`config.mk`:
```
export PLATFORM = sky130hd
export DESIGN_NAME = mbx_matrix_arb
export DESIGN_NICKNAME = d
export VERILOG_FILES = /design/src/core/mbx_matrix_arb.v
export VERILOG_INCLUDE_DIRS = /design/src /design/src/inc
export SDC_FILE = /design/constraint.sdc
export NUM_CORES = 1
export LEC_CHECK = 0
export BUFFER_PORTS_ARGS = -buffer_cell sky130_fd_sc_hd__buf_4
export CORE_UTILIZATION = 52
export DETAILED_ROUTE_END_ITERATION = 7
export PLACE_DENSITY = 0.85
export SYNTH_ARGS = -nofsm -noshare
export SYNTH_HDL_FRONTEND = slang
export SYNTH_SLANG_ARGS = --single-unit
export TNS_END_PERCENT = 100
```
`constraint.sdc`:
```
create_clock -name I_CORE_CLK -period 23 [get_ports I_CORE_CLK]
set_input_delay 4.6 -clock I_CORE_CLK [delete_from_list [all_inputs] [get_ports I_CORE_CLK]]
set_output_delay 4.6 -clock I_CORE_CLK [all_outputs]
set_load 0.01 [all_outputs]
```
`src/inc/mbx_consts.vh`:
```
`ifndef MBX_CONSTS_VH
`define MBX_CONSTS_VH
// Master / slave counts
`define MBX_NM 6
`define MBX_NS 5
// Split setting codes
`define MBX_SPLIT_INF 3'h0
`define MBX_SPLIT_SGL 3'h1
`define MBX_SPLIT_4 3'h2
`define MBX_SPLIT_8 3'h3
`define MBX_SPLIT_16 3'h4
`define MBX_SPLIT_RST 3'h2
// Default master kinds
`define MBX_DEF_NONE 2'h0
`define MBX_DEF_LAST 2'h1
`define MBX_DEF_FIXED 2'h2
// Arbitration kinds
`define MBX_ARB_RR 2'h0
`define MBX_ARB_PRIO 2'h1
// Slave configuration reset values
`define MBX_SLOT_RST 8'h10
// AHB burst codes
`define MBX_HB_SINGLE 3'h0
`define MBX_HB_INCR 3'h1
// AHB transfer types
`define MBX_HT_NSEQ 2'h2
`define MBX_HT_SEQ 2'h3
// Connectivity map: bit m*NS+s set when master m is wired to slave s
`define MBX_WIRED 30'h16BF_FFFF
`endif

```
`src/core/mbx_matrix_arb.v`:
```
`timescale 1ns/10ps
`include "mbx_consts.vh"
module mbx_matrix_arb (
    // Clock and reset
    input wire I_CORE_CLK,
    input wire I_SYS_RST,
    // Master requests, packed per master
    input wire [`MBX_NM*32-1:0] I_M_HADDR,
    input wire [`MBX_NM*2-1:0] I_M_HTRANS,
    input wire [`MBX_NM*3-1:0] I_M_HBURST,
    // Remap control, one bit per master
    input wire [`MBX_NM-1:0] I_REMAP_CONTROL,
    // Master config: split setting per master
    input wire [`MBX_NM*3-1:0] I_MASTER_CONFIG_SPLIT,
    // Slave config fields per slave
    input wire [`MBX_NS*8-1:0] I_SLAVE_CONFIG_SLOT,
    input wire [`MBX_NS*2-1:0] I_SLAVE_CONFIG_DEFKIND,
    input wire [`MBX_NS*4-1:0] I_SLAVE_CONFIG_DEFID,
    input wire [`MBX_NS*2-1:0] I_SLAVE_CONFIG_ARBKIND,
    // Slave priorities: 2 bits per master per slave
    input wire [`MBX_NS*`MBX_NM*2-1:0] I_SLAVE_PRIORITY,
    // Slave side ready
    input wire [`MBX_NS-1:0] I_S_HREADY,
    // Per-master stall, per-master selected slave
    output wire [`MBX_NM-1:0] O_M_HREADY,
    output wire [`MBX_NM*3-1:0] O_M_SLAVE_SEL,
    // Per-slave grant
    output wire [`MBX_NS-1:0] O_S_CONNECTED,
    output wire [`MBX_NS*3-1:0] O_S_MASTER
);
    localparam NM = `MBX_NM;
    localparam NS = `MBX_NS;
    localparam [NM*NS-1:0] WIRED = `MBX_WIRED;

    // ----------------------------------------------------
    // Overview
    // ----------------------------------------------------
    // Every master owns a decoder and a beat tracker. Each
    // slave owns an arbiter that picks one master to drive it.
    //
    // A master sees HREADY low while its slave is either
    // given to someone else or not yet connected. The
    // connection itself costs one cycle, except when the
    // slave was already parked on that master.
    //
    // Arbitration only happens at safe points so that a
    // burst is never cut in mid-beat: idle, single beats,
    // the predicted end of a burst, or an expired slot.
    //
    // Unwired paths are never requested. A master that
    // addresses one simply stalls; software must not do it.

    // ----------------------------------------------------
    // Per-master decoders and burst split tracking
    // ----------------------------------------------------
    wire [NM*NS-1:0] req; // bit m*NS+s
    wire [NM-1:0] eob; // predicted end of burst at this beat
    wire [NM-1:0] single;
    wire [NM*3-1:0] msel;
    genvar m, s;
    generate
        for (m = 0; m < NM; m = m + 1) begin : g_m
            wire [31:0] a = I_M_HADDR[m*32+:32];
            wire [1:0] tr = I_M_HTRANS[m*2+:2];
            wire [2:0] hb = I_M_HBURST[m*3+:3];
            wire [2:0] sp = I_MASTER_CONFIG_SPLIT[m*3+:3];
            reg [2:0] dsel;
            reg [4:0] beat_reg;
            reg [4:0] beat_next;
            reg [4:0] blen;
            // Own decoder; boot region remaps per master
            // The remap bit only moves the boot area, so the
            // other areas decode alike for every master.
            // The remap bit of one master never steers another.
            always @* begin
                case (a[31:28])
                    4'h0: dsel = I_REMAP_CONTROL[m] ? 3'h0 : 3'h2;
                    4'h2: dsel = 3'h0;
                    4'h3: dsel = 3'h1;
                    4'hF: dsel = 3'h4;
                    default: dsel = 3'h3;
                endcase
            end
            // Beat length of current burst
            // Wrapping and incrementing bursts of fixed size end
            // on their last beat. An undefined-length burst takes
            // its length from the split code of this master.
            // A length of zero means no predicted end at all.
            always @* begin
                case (hb)
                    3'h2, 3'h3: blen = 5'h04;
                    3'h4, 3'h5: blen = 5'h08;
                    3'h6, 3'h7: blen = 5'h10;
                    `MBX_HB_INCR: begin
                        case (sp)
                            `MBX_SPLIT_SGL: blen = 5'h01;
                            `MBX_SPLIT_4: blen = 5'h04;
                            `MBX_SPLIT_8: blen = 5'h08;
                            `MBX_SPLIT_16: blen = 5'h10;
                            default: blen = 5'h00;
                        endcase
                    end
                    default: blen = 5'h01;
                endcase
            end
            // Beat counter within current split
            // A new burst restarts at beat one; each accepted
            // sequential beat counts on and wraps at the split
            // length, which marks every boundary of that size.
            always @* begin
                beat_next = beat_reg;
                if (tr == `MBX_HT_NSEQ) begin
                    beat_next = 5'h01;
                end else if (tr == `MBX_HT_SEQ) begin
                    beat_next = (beat_reg == blen) ? 5'h01 : beat_reg + 5'h01;
                end
            end
            // Advance only on accepted beats, so wait states
            // never count as extra beats of the burst.
            always @(posedge I_CORE_CLK) begin
                if (I_SYS_RST) begin
                    beat_reg <= 5'h00;
                end else if (O_M_HREADY[m]) begin
                    beat_reg <= beat_next;
                end
            end
            // Predicted end of burst and single-beat flags
            assign eob[m] = (blen != 5'h00) && (beat_next == blen);
            assign single[m] = (hb == `MBX_HB_SINGLE) || (blen == 5'h01);
            assign msel[m*3+:3] = dsel;
            // Request to slave s only over a wired path
            for (s = 0; s < NS; s = s + 1) begin : g_rq
                assign req[m*NS+s] = tr[1] && (dsel == s) && WIRED[m*NS+s];
            end
        end
    endgenerate
    assign O_M_SLAVE_SEL = msel;

    // ----------------------------------------------------
    // One arbiter per slave
    // ----------------------------------------------------
    // Each arbiter holds whether its slave is connected, to
    // which master, the master served last (the rotation
    // point and the last-access default) and the slot budget.
    //
    // The slot budget is loaded when the owner starts a burst
    // and then runs down on every cycle. Only a sequential
    // beat may be broken by it; the first beat of a burst is
    // never cut, or a tiny budget would starve every burst.
    wire [NS*NM-1:0] gnt_vec;
    generate
        for (s = 0; s < NS; s = s + 1) begin : g_s
            wire [1:0] dk = I_SLAVE_CONFIG_DEFKIND[s*2+:2];
            wire [3:0] did = I_SLAVE_CONFIG_DEFID[s*4+:4];
            wire [1:0] ak = I_SLAVE_CONFIG_ARBKIND[s*2+:2];
            wire [7:0] slot = I_SLAVE_CONFIG_SLOT[s*8+:8];
            reg con_reg;
            reg [2:0] own_reg;
            reg [2:0] last_reg;
            reg [7:0] cnt_reg;
            reg [NM-1:0] rq;
            reg win_ok;
            reg [2:0] win;
            reg [1:0] bp;
            reg [2:0] k;
            integer i;
            wire own_act = rq[own_reg] && con_reg;
            wire [1:0] tr_o = I_M_HTRANS[own_reg*2+:2];
            // Arbitration window
            wire slot_out = (cnt_reg == 8'h00) && (tr_o == `MBX_HT_SEQ);
            wire can_arb = !own_act || single[own_reg] || eob[own_reg] || slot_out;
            // A fixed id that names an absent or unwired master
            // falls back to the no-default behaviour.
            wire fix_ok = (did < NM) && WIRED[did[2:0]*NS+s];
            // Request vector for this slave
            always @* begin
                for (i = 0; i < NM; i = i + 1) begin
                    rq[i] = req[i*NS+s];
                end
            end
            // Winner selection
            // Priority mode scans upwards and lets an equal value
            // replace the holder, so ties go to the highest number.
            // Round-robin scans downwards from the far end of the
            // ring, so the master nearest after the last owner
            // is the one that stays. Reserved kinds act as RR.
            always @* begin
                win_ok = 1'b0;
                win = 3'h0;
                bp = 2'h0;
                k = 3'h0;
                if (ak == `MBX_ARB_PRIO) begin
                    for (i = 0; i < NM; i = i + 1) begin
                        if (rq[i] && (!win_ok || I_SLAVE_PRIORITY[(s*NM+i)*2+:2] >= bp)) begin
                            win_ok = 1'b1;
                            win = i[2:0];
                            bp = I_SLAVE_PRIORITY[(s*NM+i)*2+:2];
                        end
                    end
                end else begin
                    // Rotate from the master after the last owner
                    for (i = NM - 1; i >= 0; i = i - 1) begin
                        k = (last_reg + 3'h1 + i[2:0] >= NM) ?
                            last_reg + 3'h1 + i[2:0] - 3'h6 : last_reg + 3'h1 + i[2:0];
                        if (rq[k]) begin
                            win_ok = 1'b1;
                            win = k;
                        end
                    end
                end
            end
            // Grant state, slot counter and default master
            // The grant moves only when the slave is ready, so a
            // beat in its wait states keeps its master. The slot
            // counter is not held by wait states: a slow slave is
            // exactly where the budget must keep running.
            always @(posedge I_CORE_CLK) begin
                if (I_SYS_RST) begin
                    con_reg <= 1'b0;
                    own_reg <= 3'h0;
                    last_reg <= 3'h5; // Rotation starts at master 0
                    cnt_reg <= 8'h00;
                end else begin
                    // Load at burst start, then one down per cycle
                    if (own_act && tr_o == `MBX_HT_NSEQ && I_S_HREADY[s]) begin
                        cnt_reg <= slot;
                    end else if (cnt_reg != 8'h00) begin
                        cnt_reg <= cnt_reg - 8'h01;
                    end
                    if (I_S_HREADY[s] && can_arb) begin
                        // Any requester wins the slot, the owner too
                        if (win_ok) begin
                            con_reg <= 1'b1;
                            own_reg <= win;
                            last_reg <= win;
                        end else if (!own_act) begin
                            // Idle slave parks per policy
                            case (dk)
                                `MBX_DEF_LAST: begin
                                    con_reg <= con_reg;
                                end
                                `MBX_DEF_FIXED: begin
                                    con_reg <= fix_ok;
                                    own_reg <= fix_ok ? did[2:0] : own_reg;
                                end
                                default: begin
                                    con_reg <= 1'b0;
                                end
                            endcase
                        end
                    end
                end
            end
            // One-hot grant view of this slave for the masters
            for (m = 0; m < NM; m = m + 1) begin : g_g
                assign gnt_vec[s*NM+m] = con_reg && (own_reg == m);
            end
            assign O_S_CONNECTED[s] = con_reg;
            assign O_S_MASTER[s*3+:3] = own_reg;
        end
    endgenerate

    // ----------------------------------------------------
    // Master stall: low until the selected slave is granted
    // ----------------------------------------------------
    // Ready is combinational so that a parked master sees no
    // latency. An idle master always sees ready high, as an
    // AHB-Lite master expects between its transfers. A master
    // waiting for its connection sees it low for at least one cycle.
    generate
        for (m = 0; m < NM; m = m + 1) begin : g_rdy
            wire [2:0] sl = msel[m*3+:3];
            wire act = I_M_HTRANS[m*2+1];
            assign O_M_HREADY[m] = !act || (gnt_vec[sl*NM+m] && I_S_HREADY[sl]);
        end
    endgenerate
endmodule

```
==> impl_results.md <==
* Status: completed
* Number of flops mapped to enable cells by yosys at 0
* Number of nets produced by synthesis at 3,308
* Detailed-route DRC error count at 0
* Diode count at 0
* Flip-flop count of the largest register, all copies and words added at 40
* Via/cell ratio at 6.65
* Arrival time worst endpoint at between 10,000 and 15,000 ps
* Netlist cell types at 100
* Fraction of layout instances using a drive strength above 1 at 0.149
* Net switching share of the total power at 0.532
* Global-route wire length before repair at 110,000 µm
* Highest attainable clock frequency at 72.1 MHz
* Port-buffer cells at 260
* Core Util, Final at 0.597
* Cell row count at 70
* 1st-iter DRT viols at between 2,000 and 2,500
* Critical Path Start Type: input port
* Final standard cell count with taps included and fillers excluded at 3,367
* Final period util at 0.603
* Peak fanout along the critical path at 13
* Synthesized-area fraction occupied by ao, oa, aoi and oai cells at 0.280
* Hold Fails Final Rpt at 0
* Int Power at 918 µW
* Ys Warns at 0
* Clock tree from TritonCTS: built
* Post-synthesis mux area share at 0.0906
* Met1 routed wirelength after detailed routing at 28,200 µm
* Metal2 WL at 30,100 µm
* Final total negative setup slack at 0 ps
* Power per cell area at 89.4 nW/µm²
* Clock group share of total power at 0.086
* Die ar. at 38,100 µm²
* Combinational family with the most area after synthesis: simple AND/OR/NAND/NOR gates
* Cell accounting for the most synthesized area: sky130_fd_sc_hd__ha_1
* Antenna violations before repair at 1
* Predominant post-synthesis flop cell: sky130_fd_sc_hd__dfxtp_1
* H-tree lvl count at 3
* Worst Tran Pin Value at 1110 ps
* Gp weighted congestion at 1.05
* Number of clock sinks seen by CTS at 105
* CTS buffer count at 9
* Overall routed net length at 69,400 µm
* Core area at 36,700 µm²
* Cell with the most instances on the worst path: sky130_fd_sc_hd__a21oi_1
* # IOs at approximately 440
* Horizontal die dimension at 195 µm
* Top routing layer in use: met5
* RSZ-0062 raised after global routing: no
* Critical path class: input port to flop
* Shortest period the worst path allows at 13,870 ps
* CP max stage delay at 710 ps
* Number of routed nets with antenna violations at 0
* Wire length on met3 at 7680 µm
* Number of nets in the layout at 3,466
* Fraction of synthesized cell area taken by the top area cell type at 0.111
* Post-cts repair resize count at 0
* Total number of vias at about 22,000
* Xor/xnor share of the synthesized area at 0.0523
* Number of standard cells after synthesis at 2,736
* Synth Register Bits at 105
* Avg Synthesized Cell Area at 7.10 µm²
* Number of placed cells counting well taps at 3,351
* Post-synthesis share of cell area spent on full adders, half adders and majority gates at 0.120
* Number of max-slew violations in the final report at 0
* Total setup violations reported at the end of the flow at 0
* Total of max-cap violations at 0
* Routed WL per cell at between 20 and 25 µm
* Syn-to-layout area delta at 12.8%
* Total track usage at 0.353
* Chip Height at 195 µm
* Async set or reset register ratio after synthesis at 0
* Pin count of the biggest net entering global routing at 68
* Skew final at 14.7 ps
* Post-CTS Hold Buffers at 0
* Detailed-placement wirelength estimate at 54,000 µm
* Slew margin rel. at 0.243
* NetSw at 1.04 mW
* Cell with the largest stage delay on the worst path: sky130_fd_sc_hd__inv_1
* CP endpoint kind: flop
* Part of the Yosys area used for sequential elements at 0.108
* Remaining Overflow, GRT at 0
* Initial cell density of the core at 0.530
* Number of buffers between clock root and the deepest sink at 2
* Mapped cell area at just under 20,000 µm²
* Combinational share of power at 0.750
* Basic-gate share of the synthesized area counting and, or, nand and nor cells at 0.286
* Buffer type at the clock tree root: sky130_fd_sc_hd__clkbuf_16
* VDD IR-drop max at about 0.052 mV
* Post-CTS Setup Inserts at 0
* Crit path required time at between 20,000 and 25,000 ps
* Part of the total power dissipated in sequential elements at 0.164
* Leakage at 9.30 nW
* Worst-path clk slew at ~90 ps
* First-pass iteration count of the detailed router at 6
* Number of global-route vias before repair at between 20,000 and 25,000
* Cell types with the largest area share after synthesis: sky130_fd_sc_hd__ha_1 (11%), sky130_fd_sc_hd__dfxtp_1 (11%), sky130_fd_sc_hd__nor2_1 (5.2%)
* Clock insertion delay at the later pin of the skew report at 380 ps
* Class of the tightest hold or removal check: flop to flop
-- synth_stat cells, drive strengths merged, types with 28 or more instances --
library cell  count
nor2            268
nand2           224
a21oi           196
inv             175
ha              172
o21ai           140
clkbuf          114
dfxtp           105
nand3            97
mux2i            87
nor3             85
xnor2            73
nand2b           66
or3              45
mux2             43
a211oi           42
a31oi            41
and2             40
nor2b            39
xor2             35
and3             34
nor4             30
nand4            28
-- final cells by class --
type                    instances  area, µm²
inverters                     184        691
clock buffers                   9        225
well taps                     468        586
fillers                      3298      14800
repair buffers                283       2120
clock inverters                 7       81.3
flip-flops and latches        105       2100
multi-input cells            2311      16100
-- per-stage QoR --
stage | hold WS [ps] | worst slack [ps] | total power, mW | area, µm²
floorplan | 452 | 10210 | 1.40 | 19400
global placement | 479 | 9400 | 1.69 | 21600
detailed placement | 494 | 9020 | 1.74 | 21600
CTS | 505 | 9330 | 1.92 | 21900
global route | 530 | 8540 | 2.12 | 21900
finish | 507 | 9130 | 1.96 | 21900
-- path summary, 6_finish.rpt --
kind,from,to,slack (ps),cells past startpoint
hold reg to reg,g_m[2].beat_reg[1],g_m[2].beat_reg[1],510,2
setup / recovery,I_M_HADDR[30],g_s[1].own_reg[1],9130,41
hold / removal,g_m[2].beat_reg[1],g_m[2].beat_reg[1],510,2
setup reg to reg,g_s[1].last_reg[0],g_s[1].own_reg[1],17420,14
-- critical path: cells and delay by family --
kind,cells,cell delay [ps]
AO/OA/AOI/OAI,14,2940
buffers and inverters,3,1120
adder cells (fa/ha/maj),6,1720
multiplexers,2,700
AND/OR/NAND/NOR,16,3070
-- cells by family after synthesis --
logic type                 count (synthesis)
and+or+nand+nor                         1083
adders and majority gates                182
DFF                                      105
AOI/OAI and AO/OA                        787
xor gates and xnor gates                 111
muxes                                    148
buffers and inverters                    320
-- cell usage in the layout, fill, tap and decap left out, types with 34 or more instances in the layout --
master	count
sky130_fd_sc_hd__a211oi_1	41
sky130_fd_sc_hd__a21oi_1	195
sky130_fd_sc_hd__a31oi_1	40
sky130_fd_sc_hd__and2_1	38
sky130_fd_sc_hd__and3_1	34
sky130_fd_sc_hd__buf_4	283
sky130_fd_sc_hd__dfxtp_1	105
sky130_fd_sc_hd__ha_1	172
sky130_fd_sc_hd__inv_1	172
sky130_fd_sc_hd__mux2_2	42
sky130_fd_sc_hd__mux2i_1	87
sky130_fd_sc_hd__nand2_1	224
sky130_fd_sc_hd__nand2b_1	66
sky130_fd_sc_hd__nand3_1	97
sky130_fd_sc_hd__nor2_1	268
sky130_fd_sc_hd__nor2b_1	39
sky130_fd_sc_hd__nor3_1	85
sky130_fd_sc_hd__o21ai_0	133
sky130_fd_sc_hd__or3_1	45
sky130_fd_sc_hd__xnor2_1	73
sky130_fd_sc_hd__xor2_1	35
-- per-layer routing --
layer / up-vias / global-route usage
li1: 10466 / -
met2: 1303 / 0.556
met3: 242 / 0.0736
met5: - / 0
met4: 2 / 0.174
met1: 10386 / 0.456
-- power by group through the flow --
stage / Sequential, mW / Combinational, mW / Clock [mW]
global placement: 0.317 / 1.38 / 0
detailed placement: 0.320 / 1.42 / 0
floorplan: 0.274 / 1.12 / 0
finish: 0.321 / 1.47 / 0.169
global route: 0.326 / 1.62 / 0.175
CTS: 0.316 / 1.43 / 0.169
Note: power is estimated with default switching activity, not from simulation.
